`src/rtl/vra_unused_placeholder_none.sv`:
```
// intentionally empty design unit list file
`timescale 1ns/10ps

```
`src/rtl/vra_pkg.sv`:
```
// package of constants and carriers for the backplane requester, arbiter and bus timer
package vra_pkg;

  localparam int unsigned CLK_PERIOD_NS   = 25;
  localparam int unsigned NUM_LEVELS      = 4;

  // bus timer intervals
  localparam int unsigned BTO_16_US       = 16;
  localparam int unsigned BTO_32_US       = 32;
  localparam int unsigned BTO_64_US       = 64;
  localparam int unsigned BTO_16_CYC      = (BTO_16_US * 1000) / CLK_PERIOD_NS;
  localparam int unsigned BTO_32_CYC      = (BTO_32_US * 1000) / CLK_PERIOD_NS;
  localparam int unsigned BTO_64_CYC      = (BTO_64_US * 1000) / CLK_PERIOD_NS;

  // grant low time is a longest time: round down
  localparam int unsigned GRANT_LOW_MAX_US = 17;
  localparam int unsigned GRANT_LOW_CYC    = (GRANT_LOW_MAX_US * 1000) / CLK_PERIOD_NS;
  // recovery is a least time: round up
  localparam int unsigned RECOVER_MIN_US   = 15;
  localparam int unsigned RECOVER_CYC      =
    (RECOVER_MIN_US * 1000 + CLK_PERIOD_NS - 1) / CLK_PERIOD_NS;

  localparam int unsigned CNT_W            = 12;

  // timer select encodings
  localparam logic [1:0] TSEL_16           = 2'h0;
  localparam logic [1:0] TSEL_32           = 2'h1;

  typedef struct packed {
    logic       syscon;     // act as system arbiter
    logic       arb_rr;     // 1 round robin, 0 fixed priority
    logic       timer_en;   // bus timer enable
    logic [1:0] timer_sel;  // 16/32/64 us
    logic [1:0] level;      // own request level
  } vra_cfg_s;

  typedef enum logic [1:0] {
    REQ_IDLE = 2'b00,
    REQ_WAIT = 2'b01,
    REQ_OWN  = 2'b10
  } vra_req_state_e;

  typedef enum logic [1:0] {
    ARB_IDLE    = 2'b00,
    ARB_GRANT   = 2'b01,
    ARB_RECOVER = 2'b10
  } vra_arb_state_e;

endpackage

```
`src/rtl/vra_top.sv`:
```
// backplane requester, system arbiter and data-transfer bus timer
`timescale 1ns/10ps
module vra_top
  import vra_pkg::*;
#(
  parameter int unsigned TIMER_W = CNT_W
) (
  // clock and reset
  input  wire logic                  clk,
  input  wire logic                  rst_n,
  // configuration
  input  wire vra_cfg_s              cfg,
  // local side, both active low
  input  wire logic                  local_bus_request_in,
  output logic                       local_bus_grant_out,
  // backplane request and grant lines, active low
  input  wire logic [NUM_LEVELS-1:0] br_in_n,
  output logic [NUM_LEVELS-1:0]      br_oe,
  input  wire logic [NUM_LEVELS-1:0] bg_in_n,
  output logic [NUM_LEVELS-1:0]      bg_out_n,
  // bus busy and bus clear, active low
  input  wire logic                  bbsy_in_n,
  output logic                       bbsy_oe,
  output logic                       bclr_oe,
  // data strobes and bus error, active low
  input  wire logic                  ds0_n,
  input  wire logic                  ds1_n,
  output logic                       berr_oe
);

  // refuse a timer too narrow for the longest interval or too wide for int math
  if (TIMER_W < CNT_W || TIMER_W > 31) begin : g_bad_width
    $error("vra_top: TIMER_W out of range");
  end

  localparam logic [TIMER_W-1:0] T16  = TIMER_W'(BTO_16_CYC - 1);
  localparam logic [TIMER_W-1:0] T32  = TIMER_W'(BTO_32_CYC - 1);
  localparam logic [TIMER_W-1:0] T64  = TIMER_W'(BTO_64_CYC - 1);
  localparam logic [TIMER_W-1:0] TGL  = TIMER_W'(GRANT_LOW_CYC - 1);
  localparam logic [TIMER_W-1:0] TREC = TIMER_W'(RECOVER_CYC - 1);

  // ---------------- daisy-chain grant source ----------------
  logic [NUM_LEVELS-1:0] arb_grant_n;
  wire  [NUM_LEVELS-1:0] grant_src_n = cfg.syscon ? arb_grant_n : bg_in_n;
  wire                   own_gin_n   = grant_src_n[cfg.level];
  wire                   req_active  = ~local_bus_request_in;
  wire                   bus_busy    = ~bbsy_in_n;

  // ---------------- requester ----------------
  vra_req_state_e        req_state;
  vra_req_state_e        next_req_state;
  logic                  pass_own;
  logic                  next_pass_own;
  logic                  bbsy_hold;
  wire                   req_is_wait = (req_state == REQ_WAIT);
  wire                   req_is_own  = (req_state == REQ_OWN);

  // passing a grant blocks a new request until the grant is withdrawn
  always_comb begin
    next_req_state = req_state;
    next_pass_own  = pass_own;
    case (req_state)
      REQ_IDLE: begin
        if (pass_own) begin
          next_pass_own = ~own_gin_n;
        end else if (req_active) begin
          next_req_state = REQ_WAIT;
        end else if (~own_gin_n) begin
          next_pass_own = 1'b1;
        end
      end
      REQ_WAIT: begin
        if (~req_active) begin
          next_req_state = REQ_IDLE;
        end else if (~own_gin_n) begin
          next_req_state = REQ_OWN;
        end
      end
      REQ_OWN: begin
        if (~req_active) begin
          next_req_state = REQ_IDLE;
        end
      end
      default: begin
        next_req_state = REQ_IDLE;
        next_pass_own  = 1'b0;
      end
    endcase
  end

  always_ff @(posedge clk or negedge rst_n) begin
    if (!rst_n) begin
      req_state <= REQ_IDLE;
      pass_own  <= 1'b0;
      bbsy_hold <= 1'b0;
    end else begin
      req_state <= next_req_state;
      pass_own  <= next_pass_own;
      bbsy_hold <= (next_req_state == REQ_OWN);
    end
  end

  // request line of the configured level only, driven while waiting
  genvar gi;
  generate
    for (gi = 0; gi < NUM_LEVELS; gi++) begin : g_lvl
      wire own_lvl = (cfg.level == 2'(gi));
      assign br_oe[gi]    = own_lvl & req_is_wait;
      // own level registered, other levels straight through
      assign bg_out_n[gi] = own_lvl ? ~pass_own : grant_src_n[gi];
    end
  endgenerate

  // busy falls away as soon as the local request is withdrawn
  assign bbsy_oe             = bbsy_hold & req_active;
  assign local_bus_grant_out = ~req_is_own;

  // ---------------- system arbiter ----------------
  vra_arb_state_e        arb_state;
  vra_arb_state_e        next_arb_state;
  logic [TIMER_W-1:0]    arb_cnt;
  logic [1:0]            last_lvl;
  logic [1:0]            pick_lvl;
  logic                  bclr;
  wire  [NUM_LEVELS-1:0] pending = ~br_in_n;
  wire                   any_pending = |pending;

  // fixed priority: highest level wins; round robin: next below last grant
  function automatic logic [1:0] pick(input logic [NUM_LEVELS-1:0] p,
                                      input logic rr, input logic [1:0] last);
    logic [1:0] res;
    logic [1:0] idx;
    logic       found;
    res   = 2'h0;
    found = 1'b0;
    for (int k = NUM_LEVELS; k >= 1; k--) begin
      idx = rr ? 2'(last - 2'(NUM_LEVELS - k) - 2'h1) : 2'(k - 1);
      if (!found && p[idx]) begin
        res   = idx;
        found = 1'b1;
      end
    end
    return res;
  endfunction

  assign pick_lvl = pick(pending, cfg.arb_rr, last_lvl);

  // state decodes shared by the counter, the level memory and the grant lines
  logic [TIMER_W-1:0]    next_arb_cnt;
  wire                   arb_is_idle  = (arb_state == ARB_IDLE);
  wire                   arb_to_grant = (next_arb_state == ARB_GRANT);
  wire                   grant_start  = arb_is_idle & arb_to_grant;
  wire                   arb_moves    = (next_arb_state != arb_state);
  // restart on every state change so each phase times from its own start
  assign next_arb_cnt = arb_moves ? '0 : TIMER_W'(arb_cnt + 1'b1);

  // levels strictly above the one last granted, for bus clear
  logic [NUM_LEVELS-1:0] above_last;
  genvar gm;
  generate
    for (gm = 0; gm < NUM_LEVELS; gm++) begin : g_mask
      assign above_last[gm] = (2'(gm) > last_lvl);
    end
  endgenerate

  wire grant_taken   = bus_busy;
  wire grant_expired = (arb_cnt == TGL);
  wire recover_done  = (arb_cnt == TREC);
  wire higher_wait   = |(pending & above_last);
  wire next_bclr     = cfg.syscon & ~cfg.arb_rr & bus_busy & (arb_state == ARB_IDLE)
                       & higher_wait;

  always_comb begin
    next_arb_state = arb_state;
    case (arb_state)
      ARB_IDLE: begin
        if (cfg.syscon && any_pending && !bus_busy) begin
          next_arb_state = ARB_GRANT;
        end
      end
      ARB_GRANT: begin
        if (grant_taken) begin
          next_arb_state = ARB_IDLE;
        end else if (grant_expired) begin
          next_arb_state = ARB_RECOVER;
        end
      end
      ARB_RECOVER: begin
        if (recover_done) begin
          next_arb_state = ARB_IDLE;
        end
      end
      default: next_arb_state = ARB_IDLE;
    endcase
  end

  always_ff @(posedge clk or negedge rst_n) begin
    if (!rst_n) begin
      arb_state <= ARB_IDLE;
      arb_cnt   <= '0;
      last_lvl  <= 2'h0;
      bclr      <= 1'b0;
    end else begin
      arb_state <= next_arb_state;
      arb_cnt   <= next_arb_cnt;
      bclr      <= next_bclr;
      if (grant_start) begin
        last_lvl <= pick_lvl;
      end
    end
  end

  // ---------------- grant line drivers ----------------
  // fresh pick on entry, remembered level while the grant is held
  wire  [1:0]            grant_lvl = arb_is_idle ? pick_lvl : last_lvl;
  logic [NUM_LEVELS-1:0] grant_q;
  logic [NUM_LEVELS-1:0] next_grant_n;

  // grant lines from flip-flops so they only move on clock edges
  genvar gk;
  generate
    for (gk = 0; gk < NUM_LEVELS; gk++) begin : g_gnt
      wire lvl_hit = (grant_lvl == 2'(gk));
      assign next_grant_n[gk] = ~(arb_to_grant & lvl_hit);
      always_ff @(posedge clk or negedge rst_n) begin
        if (!rst_n) begin
          grant_q[gk] <= 1'b1;
        end else begin
          grant_q[gk] <= next_grant_n[gk];
        end
      end
    end
  endgenerate

  assign arb_grant_n = grant_q;
  assign bclr_oe     = bclr;

  // ---------------- data-transfer bus timer ----------------
  logic [TIMER_W-1:0] bto_cnt;
  logic [TIMER_W-1:0] next_bto_cnt;
  logic               berr;
  logic               next_berr;
  wire                ds_any  = ~ds0_n | ~ds1_n;
  wire                sel_16  = (cfg.timer_sel == TSEL_16);
  wire                sel_32  = (cfg.timer_sel == TSEL_32);
  // selects 2 and 3 both give the longest interval
  wire [TIMER_W-1:0]  bto_lim = sel_16 ? T16 : sel_32 ? T32 : T64;
  wire                bto_hit = cfg.timer_en & ds_any & (bto_cnt == bto_lim);
  wire                bto_run = ds_any & ~berr & ~bto_hit;

  // counting stops once bus error is set, so one stall fires only once
  always_comb begin
    next_bto_cnt = bto_cnt;
    next_berr    = berr;
    if (!ds_any) begin
      next_bto_cnt = '0;
      next_berr    = 1'b0;
    end else begin
      if (bto_run) begin
        next_bto_cnt = TIMER_W'(bto_cnt + 1'b1);
      end
      if (bto_hit) begin
        next_berr = 1'b1;
      end
    end
  end

  always_ff @(posedge clk or negedge rst_n) begin
    if (!rst_n) begin
      bto_cnt <= '0;
      berr    <= 1'b0;
    end else begin
      bto_cnt <= next_bto_cnt;
      berr    <= next_berr;
    end
  end

  // release follows the strobes at once, not the next edge
  assign berr_oe = berr & ds_any;

endmodule

```
`config.mk`:
```
export PLATFORM = sky130hd
export DESIGN_NAME = vra_top
export DESIGN_NICKNAME = d
export VERILOG_FILES = /design/src/rtl/vra_unused_placeholder_none.sv /design/src/rtl/vra_pkg.sv /design/src/rtl/vra_top.sv
export SDC_FILE = /design/constraint.sdc
export NUM_CORES = 1
export LEC_CHECK = 0
export BUFFER_PORTS_ARGS = -buffer_cell sky130_fd_sc_hd__buf_4
export CORE_MARGIN = 2
export CORE_UTILIZATION = 40
export DETAILED_ROUTE_END_ITERATION = 7
export GPL_TIMING_DRIVEN = 0
export PLACE_DENSITY = 0.7
export SETUP_SLACK_MARGIN = 0.5
export SYNTH_ARGS = -nofsm -noshare
export SYNTH_HDL_FRONTEND = slang
export SYNTH_SLANG_ARGS = --single-unit
```
`constraint.sdc`:
```
create_clock -name clk -period 2.6 [get_ports clk]
set_input_delay 0.39 -clock clk [delete_from_list [all_inputs] [get_ports clk]]
set_output_delay 0.39 -clock clk [all_outputs]
set_load 0.05 [all_outputs]
```
==> results of run 1 <==
## worst paths after layout
kind / from / endpoint
worst min-delay path: rst_n / bto_cnt[3]$_DFFE_PN0P_
min in group clk: bbsy_in_n / bclr_oe$_DFF_PN0_
worst max-delay path: last_lvl[0]$_DFFE_PN0P_ / arb_grant_n[1]$_DFF_PN1_
max in group asynchronous: rst_n / bto_cnt[10]$_DFFE_PN0P_
worst max register to register: last_lvl[0]$_DFFE_PN0P_ / arb_grant_n[1]$_DFF_PN1_
worst min register to register: arb_cnt[0]$_DFF_PN0_ / arb_cnt[0]$_DFF_PN0_
## cell families after synthesis
logic type                 count (synthesis)  share of synthesized area, %
and+or+nand+nor                          111                          23.9
AOI/OAI and AO/OA                         75                          20.3
xor gates and xnor gates                  10                          3.52
muxes                                      7                          4.13
DFF                                       38                          38.5
buffers and inverters                     30                          5.09
adders and majority gates                  9                          4.53
## routing by layer
layer	part of all wire (%)	vias to the layer above	GRT usage (%)
li1	-	1140	-
met1	44	1120	20.7
met2	48	69	27.6
met4	2.2	0	7.00
met3	5.3	15	3.88
met5	0	-	0
## worst max-delay path, cell delays in order (launching register included)
cell      delay [ns]
dfrtp_1         0.40
buf_6           0.14
inv_8           0.05
ha_4            0.20
clkbuf_4        0.16
nand3_1         0.11
o221ai_2        0.15
or4_1           0.55
o21a_2          0.17
o32a_1          0.35
## layout by cell type (no fill, tap or decap), drive strengths merged, types with 9 or more instances in the layout
cell,n
buf,49
dfrtp,34
nor2,23
nand2,21
inv,18
a21oi,16
clkbuf,14
o21ai,13
nand3,12
or4,9
ha,9
## layout make-up
class,count,share of cell area [%]
Inverter,18,2.39
Clock inverter,1,0.159
Multi-Input combinational cell,212,47.9
Buffer,12,2.83
Timing Repair Buffer,44,10.5
Tap cell,75,2.98
Sequential cell,38,30.5
Clock buffer,7,2.75
## synth_stat cells (6+ instances only)
cell / n
nand4_1: 6
dfrtp_1: 34
nand2_1: 21
or4_1: 9
ha_1: 9
clkbuf_1: 6
nand3_1: 12
o21ai_0: 13
nor2_1: 23
a31oi_1: 8
a21oi_1: 16
and3_1: 6
nor2b_1: 8
o31ai_1: 8
inv_1: 18
## where the power goes
group,internal (mW),total (mW),switching [mW]
Combinational,0.590,1.31,0.723
Clock,0.214,0.422,0.208
Sequential,0.712,0.817,0.105
Total,1.52,2.55,1.04
## registers in the layout, summed over array words and instances, names as in the netlist
| signal | count |
|---|---|
| arb_state | 2 |
| berr | 1 |
| pass_own | 1 |
| arb_grant_n | 4 |
| bbsy_hold | 1 |
| bclr_oe | 1 |
| req_state | 2 |
| arb_cnt | 12 |
| last_lvl | 2 |
| bto_cnt | 12 |
## what timing repair did
action,4_1_cts,5_1_grt
buffers inserted,7,6
endpoints found under the setup margin,25,26
cloned,1,0
gates resized for setup,9,14
pin swaps,1,5
hold buffers,0,0
## metrics by stage
| step | util (%) | worst slack, ns | hold slack (ns) | instances |
|---|---|---|---|---|
| 6_report | 52.8 | 0.234 | 0.0657 | 407 |
| 5_1_grt | 52.8 | 0.165 | 0.104 | 407 |
| 4_1_cts | 50.9 | 0.261 | 0.0756 | 401 |
| 3_5_place_dp | 47.9 | 0.224 | 0.395 | 385 |
| 3_3_place_gp | 47.9 | 0.231 | 0.388 | 385 |
| 2_1_floorplan | - | 0.395 | 0.0944 | 280 |
==> reports/metrics.cfg, run 1 <==
[drt]
viasPerCell=5.76
drtIter0Drc=116
drt_first_pass_iters=4
routedWlPerCell_um=14.1
ant_nets=0
drc_errors=0
wl_mm=5.76
vias=2344

[global_routing]
antenna_found_initial=0
grtUsageTotal_pct=16.6
grt.overflow.total=0
grt_pass1_wl_mm=9.63
grt_max_degree=39
grt_pass1_vias=2233

[logic_synthesis]
yosysTopAreaCellShare_pct=34.2
synth_ff_type=dfrtp_1
synth_edf_count=0
syn-instance-count=280
avgSynthCellArea_um2=8.87
ys_seq_area_share_pct=38.5
syn_area_um2=2480
synth.top_cells.by_area=dfrtp_1 (34%), ha_1 (4.5%), dfstp_2 (4.2%)
synth-async-reset-ratio_pct=100
synth_nets=310
synth_cell_types=53
synth-seq-cells=38
ys_warn_count=0
synth.largest_area_cell=dfrtp_1

[sta]
hold_violations=0
fin_setup_tns_ns=0
fin_worst_skew_ns=0.0140
slew_viol_final=0
fmax_ghz=0.423
rsz0062_at_grt=true
tightest_slew_ns=0.654
fin_crit_ns=2.37
finalSetupViolCount=0
max_slew_margin_pct=56.0
fin_crit_sh_pct=91.0

[cts]
cts_made_buffers=5
cts_buffer_depth=2
insertion_delay_ns=0.29
cts-root-buf=clkbuf_8
clk_pin_slew_worst_paths_ns=0.08
htreeDepth=2
cts_tree=built
clock_sinks=38

[finish]
fin_nets=361
regArea_um2=960
layout-drive-gt1-share_pct=27.4
antennaDiodeCount=0
area_growth_pct=26.5
multi_input_area_um2=1510
fillers=536
fin_area_um2=3140

[critical_path]
cp_max_fo=5
critical_path_class=reg2reg
critical_path.endpoint_type=register
cp.required_ns=2.81
start_kind=register
worstPathArrival_ns=2.57
reg2reg_slack_ns=0.23
reg2reg_depth=9

[pwr]
powerDensity_nw_per_um2=812
peakVddDrop_mv=0.587
leakage_nw=1.34
power_mw=2.55

[floorplan]
die_height_um=82.8
die_area_um2=6860
core-area_um2=5960
ioPinCount=33
start_util_pct=41.7
placementRows=28
dieWidth_um=82.8

[status]
outcome=complete, no violations

[worst_hold_path]
hold_class=in2async

[placement]
placed_area_um2=2850
dp_hpwl_mm=3.79
portBuffers=30
place.gp.congestion=0.828

[run]
max-cap-violations=0

Note: power is estimated with default switching activity, not from simulation.
==> run 2, diff against run 1 <==
--- a/config.mk
+++ b/config.mk
@@ -11,7 +11,9 @@
 export DETAILED_ROUTE_END_ITERATION = 7
 export GPL_TIMING_DRIVEN = 0
 export PLACE_DENSITY = 0.7
+export RECOVER_POWER = 50
 export SETUP_SLACK_MARGIN = 0.5
 export SYNTH_ARGS = -nofsm -noshare
 export SYNTH_HDL_FRONTEND = slang
 export SYNTH_SLANG_ARGS = --single-unit
+export TNS_END_PERCENT = 1
==> reports/metrics.cfg, run 2 (synthesized netlist as in run 1, its figures left out) <==
[drt]
wl_mm=5.76  ; about the same
drc_errors=0  ; unchanged
drt_first_pass_iters=4  ; unchanged
drtIter0Drc=98  ; -16%
routedWlPerCell_um=14.3  ; +0.78%
ant_nets=0  ; unchanged
viasPerCell=5.81  ; +0.87%
vias=2347  ; +0.13%

[sta]
fin_crit_sh_pct=91.9  ; +0.86 points
rsz0062_at_grt=true
slew_viol_final=39  ; +39
fin_worst_skew_ns=0.0128  ; -0.00115 ns
hold_violations=0  ; unchanged
tightest_slew_ns=2.05  ; +1.40 ns
fin_setup_tns_ns=0  ; unchanged
finalSetupViolCount=0  ; unchanged
fin_crit_ns=2.39  ; +0.0225 ns
whs_ns=0.299  ; +0.233 ns
max_slew_margin_pct=-36.8  ; -93 points
fmax_ghz=0.419  ; -0.94%

[cts]
cts_buffer_depth=2  ; unchanged
cts_made_buffers=5  ; unchanged
clk_pin_slew_worst_paths_ns=0.08  ; about the same
hold_buffers=0  ; unchanged
cts_tree=built
insertion_delay_ns=0.30  ; about the same
clock_sinks=38  ; unchanged
htreeDepth=2  ; unchanged
cts-root-buf=clkbuf_8

[global_routing]
grt_pass1_wl_mm=9.89  ; +2.7%
grt.overflow.total=0  ; unchanged
grt_pass1_vias=2216  ; -0.76%
grt_max_degree=39  ; unchanged
antenna_found_initial=0  ; unchanged
grtUsageTotal_pct=16.7  ; +0.095 points

[floorplan]
placementRows=28  ; unchanged
ioPinCount=33  ; unchanged
die_height_um=82.8  ; unchanged
die_area_um2=6860  ; unchanged
dieWidth_um=82.8  ; unchanged
start_util_pct=41.7  ; unchanged
core-area_um2=5960  ; unchanged

[finish]
fillers=555  ; +3.5%
multi_input_area_um2=1470  ; -2.3%
fin_nets=358  ; -0.83%
regArea_um2=958  ; -0.13%
final_common_cell=buf_4
final_cell_mix=buf_4 (37), dfrtp_1 (32), nor2_1 (23), nand2_1 (20), inv_1 (16)
antennaDiodeCount=0  ; unchanged
area_growth_pct=23.2
layout-drive-gt1-share_pct=23.4  ; -4.0 points
finalNonFillerCells=404  ; -0.74%

[critical_path]
critPathLaunch=last_lvl[0]$_DFFE_PN0P_
cp_max_fo=7  ; +2
worstPathArrival_ns=2.60  ; +0.03 ns
cp.required_ns=2.81  ; about the same
critical_path.endpoint_type=register
critical_path_class=reg2reg
start_kind=register
r2r_start=last_lvl[0]$_DFFE_PN0P_

[placement]
dp_hpwl_mm=3.87  ; +2.1%
place.gp.congestion=0.844  ; +2.0%
dpl.cell_count=385  ; unchanged
portBuffers=30  ; unchanged

[pwr]
peakVddDrop_mv=0.459  ; -22%
leakage_nw=1.30  ; -3.1%
powerDensity_nw_per_um2=847  ; +4.4%

[worst_hold_path]
hold_class=in2reg
worst_hold_startpoint=bbsy_in_n

[status]
violations=max-capacitance violations, max-slew violations
outcome=finished, violations left

[run]
max-cap-violations=1  ; +1

-- run 2: cell types whose count changed in the layout (fill, tap and decap cells not counted), sizes merged --
| cell | before | now |
|---|---|---|
| clkbuf | 14 | 18 |
| buf | 49 | 42 |
| inv | 18 | 17 |
| clkinv | 1 | 2 |
-- run 2: path summary, 6_finish.rpt --
kind	endpoint	slack, ns	cells after the start
setup / recovery	arb_grant_n[1]$_DFF_PN1_	0.21	10
hold / removal	bclr_oe$_DFF_PN0_	0.30	2
setup reg to reg	arb_grant_n[1]$_DFF_PN1_	0.21	10
hold reg to reg	arb_cnt[0]$_DFF_PN0_	0.49	1
max in group asynchronous	bto_cnt[7]$_DFFE_PN0P_	0.60	1
min in group asynchronous	bto_cnt[8]$_DFFE_PN0P_	0.68	1
-- run 2: final cells by class --
type | count | area share, %
buffer | 12 | 2.57
clock buffer | 7 | 2.82
clock inverter | 1 | 0.163
inverter | 18 | 2.37
multi-input combinational | 212 | 48.0
sequential | 38 | 31.3
tap | 75 | 3.06
timing repair buffer | 41 | 9.69
-- run 2: critical path: stages, from the launching register on --
cell and delay (ns):
dfrtp_1 0.40, buf_6 0.14, clkinv_4 0.05, ha_4 0.19, buf_8 0.13, buf_6 0.11, a41oi_2 0.23, o21ai_2 0.11
or4_1 0.49, o21a_2 0.17, o32a_1 0.30
-- run 2: timing repair --
action	in CTS	in global routing
setup endpoints to repair	25	29
pin swaps	5	5
setup buffers	8	3
resized for setup	9	14
-- run 2: where the power goes --
part           internal, mW  switching, mW
Combinational         0.623          0.729
Sequential            0.711          0.104
Clock                 0.214          0.213
-- run 2: metal layers --
metal | global-route usage [%] | up-vias | part of all wire [%]
met5 | 0 | - | 0
li1 | - | 1134 | -
met1 | 22.5 | 1125 | 46
met3 | 3.48 | 15 | 5.3
met2 | 27.2 | 73 | 47
met4 | 4.92 | 0 | 1.7
-- run 2: per-stage QoR --
stage	area, um2	setup WS (ns)	utilization [%]	power, mW
floorplan	2510	0.355	-	1.60
global placement	2830	0.180	47.5	1.83
detailed placement	2830	0.146	47.5	1.85
CTS	3020	0.242	50.7	2.46
global route	3060	0.142	51.4	2.78
finish	3060	0.211	51.4	2.59
==> run 3, diff against run 2 <==
--- a/config.mk
+++ b/config.mk
@@ -10,7 +10,7 @@
 export CORE_UTILIZATION = 40
 export DETAILED_ROUTE_END_ITERATION = 7
 export GPL_TIMING_DRIVEN = 0
-export PLACE_DENSITY = 0.7
+export PLACE_DENSITY = 0.63
 export RECOVER_POWER = 50
 export SETUP_SLACK_MARGIN = 0.5
 export SYNTH_ARGS = -nofsm -noshare
==> reports/metrics.cfg, run 3 (synthesized netlist as in run 1, its figures left out) <==
[sta]
setup_ws_ns=0.164  ; -0.0475 ns
fin_crit_sh_pct=93.7  ; +1.8 points
fmax_ghz=0.410  ; -2.0%
fin_setup_tns_ns=0  ; unchanged
rsz0062_at_grt=true
fin_crit_ns=2.44  ; +0.0475 ns
max_slew_margin_pct=-33.8  ; +3.1 points
finalSetupViolCount=0  ; unchanged
tightest_slew_ns=2.01  ; -0.0458 ns
fin_worst_skew_ns=0.00615  ; -0.00666 ns
hold_violations=0  ; unchanged
slew_viol_final=39  ; unchanged

[floorplan]
dieWidth_um=82.8  ; unchanged
placementRows=28  ; unchanged
die_area_um2=6860  ; unchanged
start_util_pct=41.7  ; unchanged
die_height_um=82.8  ; unchanged
core-area_um2=5960  ; unchanged
ioPinCount=33  ; unchanged

[drt]
drt_first_pass_iters=4  ; unchanged
drc_errors=0  ; unchanged
viasPerCell=5.65  ; -2.7%
vias=2306  ; -1.7%
wl_mm=5.56  ; -3.5%
ant_nets=0  ; unchanged
routedWlPerCell_um=13.6  ; -4.5%
drtIter0Drc=108  ; +10%

[critical_path]
path_buf_inv=3  ; -1
reg2reg_depth=10  ; unchanged
start_kind=register
critical_path.endpoint_type=register
cp_slowest_cell=or4_1
reg2reg_slack_ns=0.16  ; -0.05 ns
cp.required_ns=2.82  ; about the same
crit_family=simple AND/OR/NAND/NOR gates
crit_end=arb_grant_n[1]$_DFF_PN1_
critPathLaunch=last_lvl[0]$_DFFE_PN0P_
path_cells=buf_6 > inv_8 > ha_4 > buf_8 > nor2_1 > a31oi_1 > nand4_1 > or4_1 > o21a_2 > o32a_1
critical_path_class=reg2reg
r2r_start=last_lvl[0]$_DFFE_PN0P_
critPathMaxStageDelay_ns=0.55  ; +0.06 ns
worstPathArrival_ns=2.65  ; +0.05 ns
regToRegEndpoint=arb_grant_n[1]$_DFF_PN1_
worst-path-stages=10  ; unchanged
cp_max_fo=5  ; -2

[cts]
cts_buffer_depth=2  ; unchanged
cts-root-buf=clkbuf_8
clock_sinks=38  ; unchanged
clk_pin_slew_worst_paths_ns=0.08  ; about the same
insertion_delay_ns=0.29  ; about the same
cts_tree=built
cts_made_buffers=5  ; unchanged
htreeDepth=2  ; unchanged

[pwr]
peakVddDrop_mv=0.540  ; +18%
powerDensity_nw_per_um2=911  ; +7.5%
power_mw=2.86  ; +10%
leakage_nw=1.35  ; +3.6%

[finish]
fin_nets=362  ; +1.1%
layout-drive-gt1-share_pct=23.1  ; -0.28 points
final_cell_mix=buf_4 (41), dfrtp_1 (33), nor2_1 (23), nand2_1 (21)
finalNonFillerCells=408  ; +0.99%
area_growth_pct=26.3
final_common_cell=buf_4
antennaDiodeCount=0  ; unchanged

[global_routing]
grt_pass1_wl_mm=9.33  ; -5.7%
grt_pass1_vias=2053  ; -7.4%
grtUsageTotal_pct=16.0  ; -0.68 points
antenna_found_initial=0  ; unchanged
grt.overflow.total=0  ; unchanged
grt_max_degree=39  ; unchanged

[placement]
dpl.cell_count=385  ; unchanged
pre_cts_slack_ns=0.118  ; -0.0273 ns
place.gp.congestion=0.815  ; -3.4%
dp_hpwl_mm=3.85  ; -0.31%
portBuffers=30  ; unchanged

[status]
outcome=finished, violations left
violations=max-capacitance violations, max-slew violations

[worst_hold_path]
hold_class=in2reg

[run]
max-cap-violations=1  ; unchanged

==> run 3: cell count changes in the layout (fill, tap and decap cells not counted), sizes merged <==
| cell | delta |
|---|---|
| buf | +4 |
| inv | +1 |
| bufinv | +2 |
| clkbuf | -1 |
| clkinv | -2 |
==> run 3: through the flow <==
step / cell area (um2) / hold slack, ns / util (%)
6_report: 3140 / 0.286 / 52.7
5_1_grt: 3140 / 0.281 / 52.7
4_1_cts: 3020 / 0.0741 / 50.7
3_5_place_dp: 2830 / 0.391 / 47.5
3_3_place_gp: 2830 / 0.393 / 47.5
2_1_floorplan: 2510 / 0.0944 / -
==> run 3: how the worst min path moves through the flow <==
stage               startpoint                    to  slack, ns  cells past startpoint
finish               bbsy_in_n     bclr_oe$_DFF_PN0_       0.29                      2
global route         bbsy_in_n     bclr_oe$_DFF_PN0_       0.28                      2
CTS                      rst_n  arb_cnt[0]$_DFF_PN0_       0.07                      1
detailed placement       rst_n  arb_cnt[8]$_DFF_PN0_       0.39                      1
global placement         rst_n  arb_cnt[8]$_DFF_PN0_       0.39                      1
floorplan                rst_n  arb_cnt[0]$_DFF_PN0_       0.09                      0
==> run 3: what timing repair did <==
action / 4_1_cts / 5_1_grt
gates cloned: 0 / 1
setup buffers: 6 / 8
hold endpoints to repair: 0 / 0
hold buffers: 0 / 0
setup endpoints to repair: 25 / 30
resized for setup: 1 / 13
pin swaps: 1 / 8
==> run 3: worst register-to-register path, cell delays in order (launching register included) <==
cell and delay, ns:
dfrtp_1 0.36, buf_6 0.14, inv_8 0.04, ha_4 0.28
buf_8 0.10, nor2_1 0.05, a31oi_1 0.22, nand4_1 0.16
or4_1 0.55, o21a_2 0.17, o32a_1 0.30
==> run 3: layout make-up <==
| cell class | instances | area, um2 |
|---|---|---|
| inverters | 18 | 75.1 |
| well taps | 75 | 93.8 |
| repair buffers | 45 | 340 |
| clock inverters | 2 | 60.1 |
| flip-flops and latches | 38 | 957 |
| plain buffers | 12 | 75.1 |
| fillers | 580 | 2820 |
| clock buffers | 6 | 82.6 |
| multi-input cells | 212 | 1450 |
==> run 3: layer usage <==
layer / global-route usage [%] / up-vias / share of wire, %
li1: - / 1143 / -
met1: 21.9 / 1100 / 48
met2: 25.2 / 59 / 46
met3: 4.08 / 4 / 5.3
met4: 4.47 / 0 / 1.1
met5: 0 / - / 0
==> run 3: where the power goes <==
| part | total [mW] | leakage, nW | internal (mW) | switching (mW) |
|---|---|---|---|---|
| Clock | 0.625 | 0.0714 | 0.409 | 0.215 |
| Sequential | 0.820 | 0.496 | 0.712 | 0.108 |
| Combinational | 1.41 | 0.778 | 0.717 | 0.697 |
| Total | 2.86 | 1.35 | 1.84 | 1.02 |
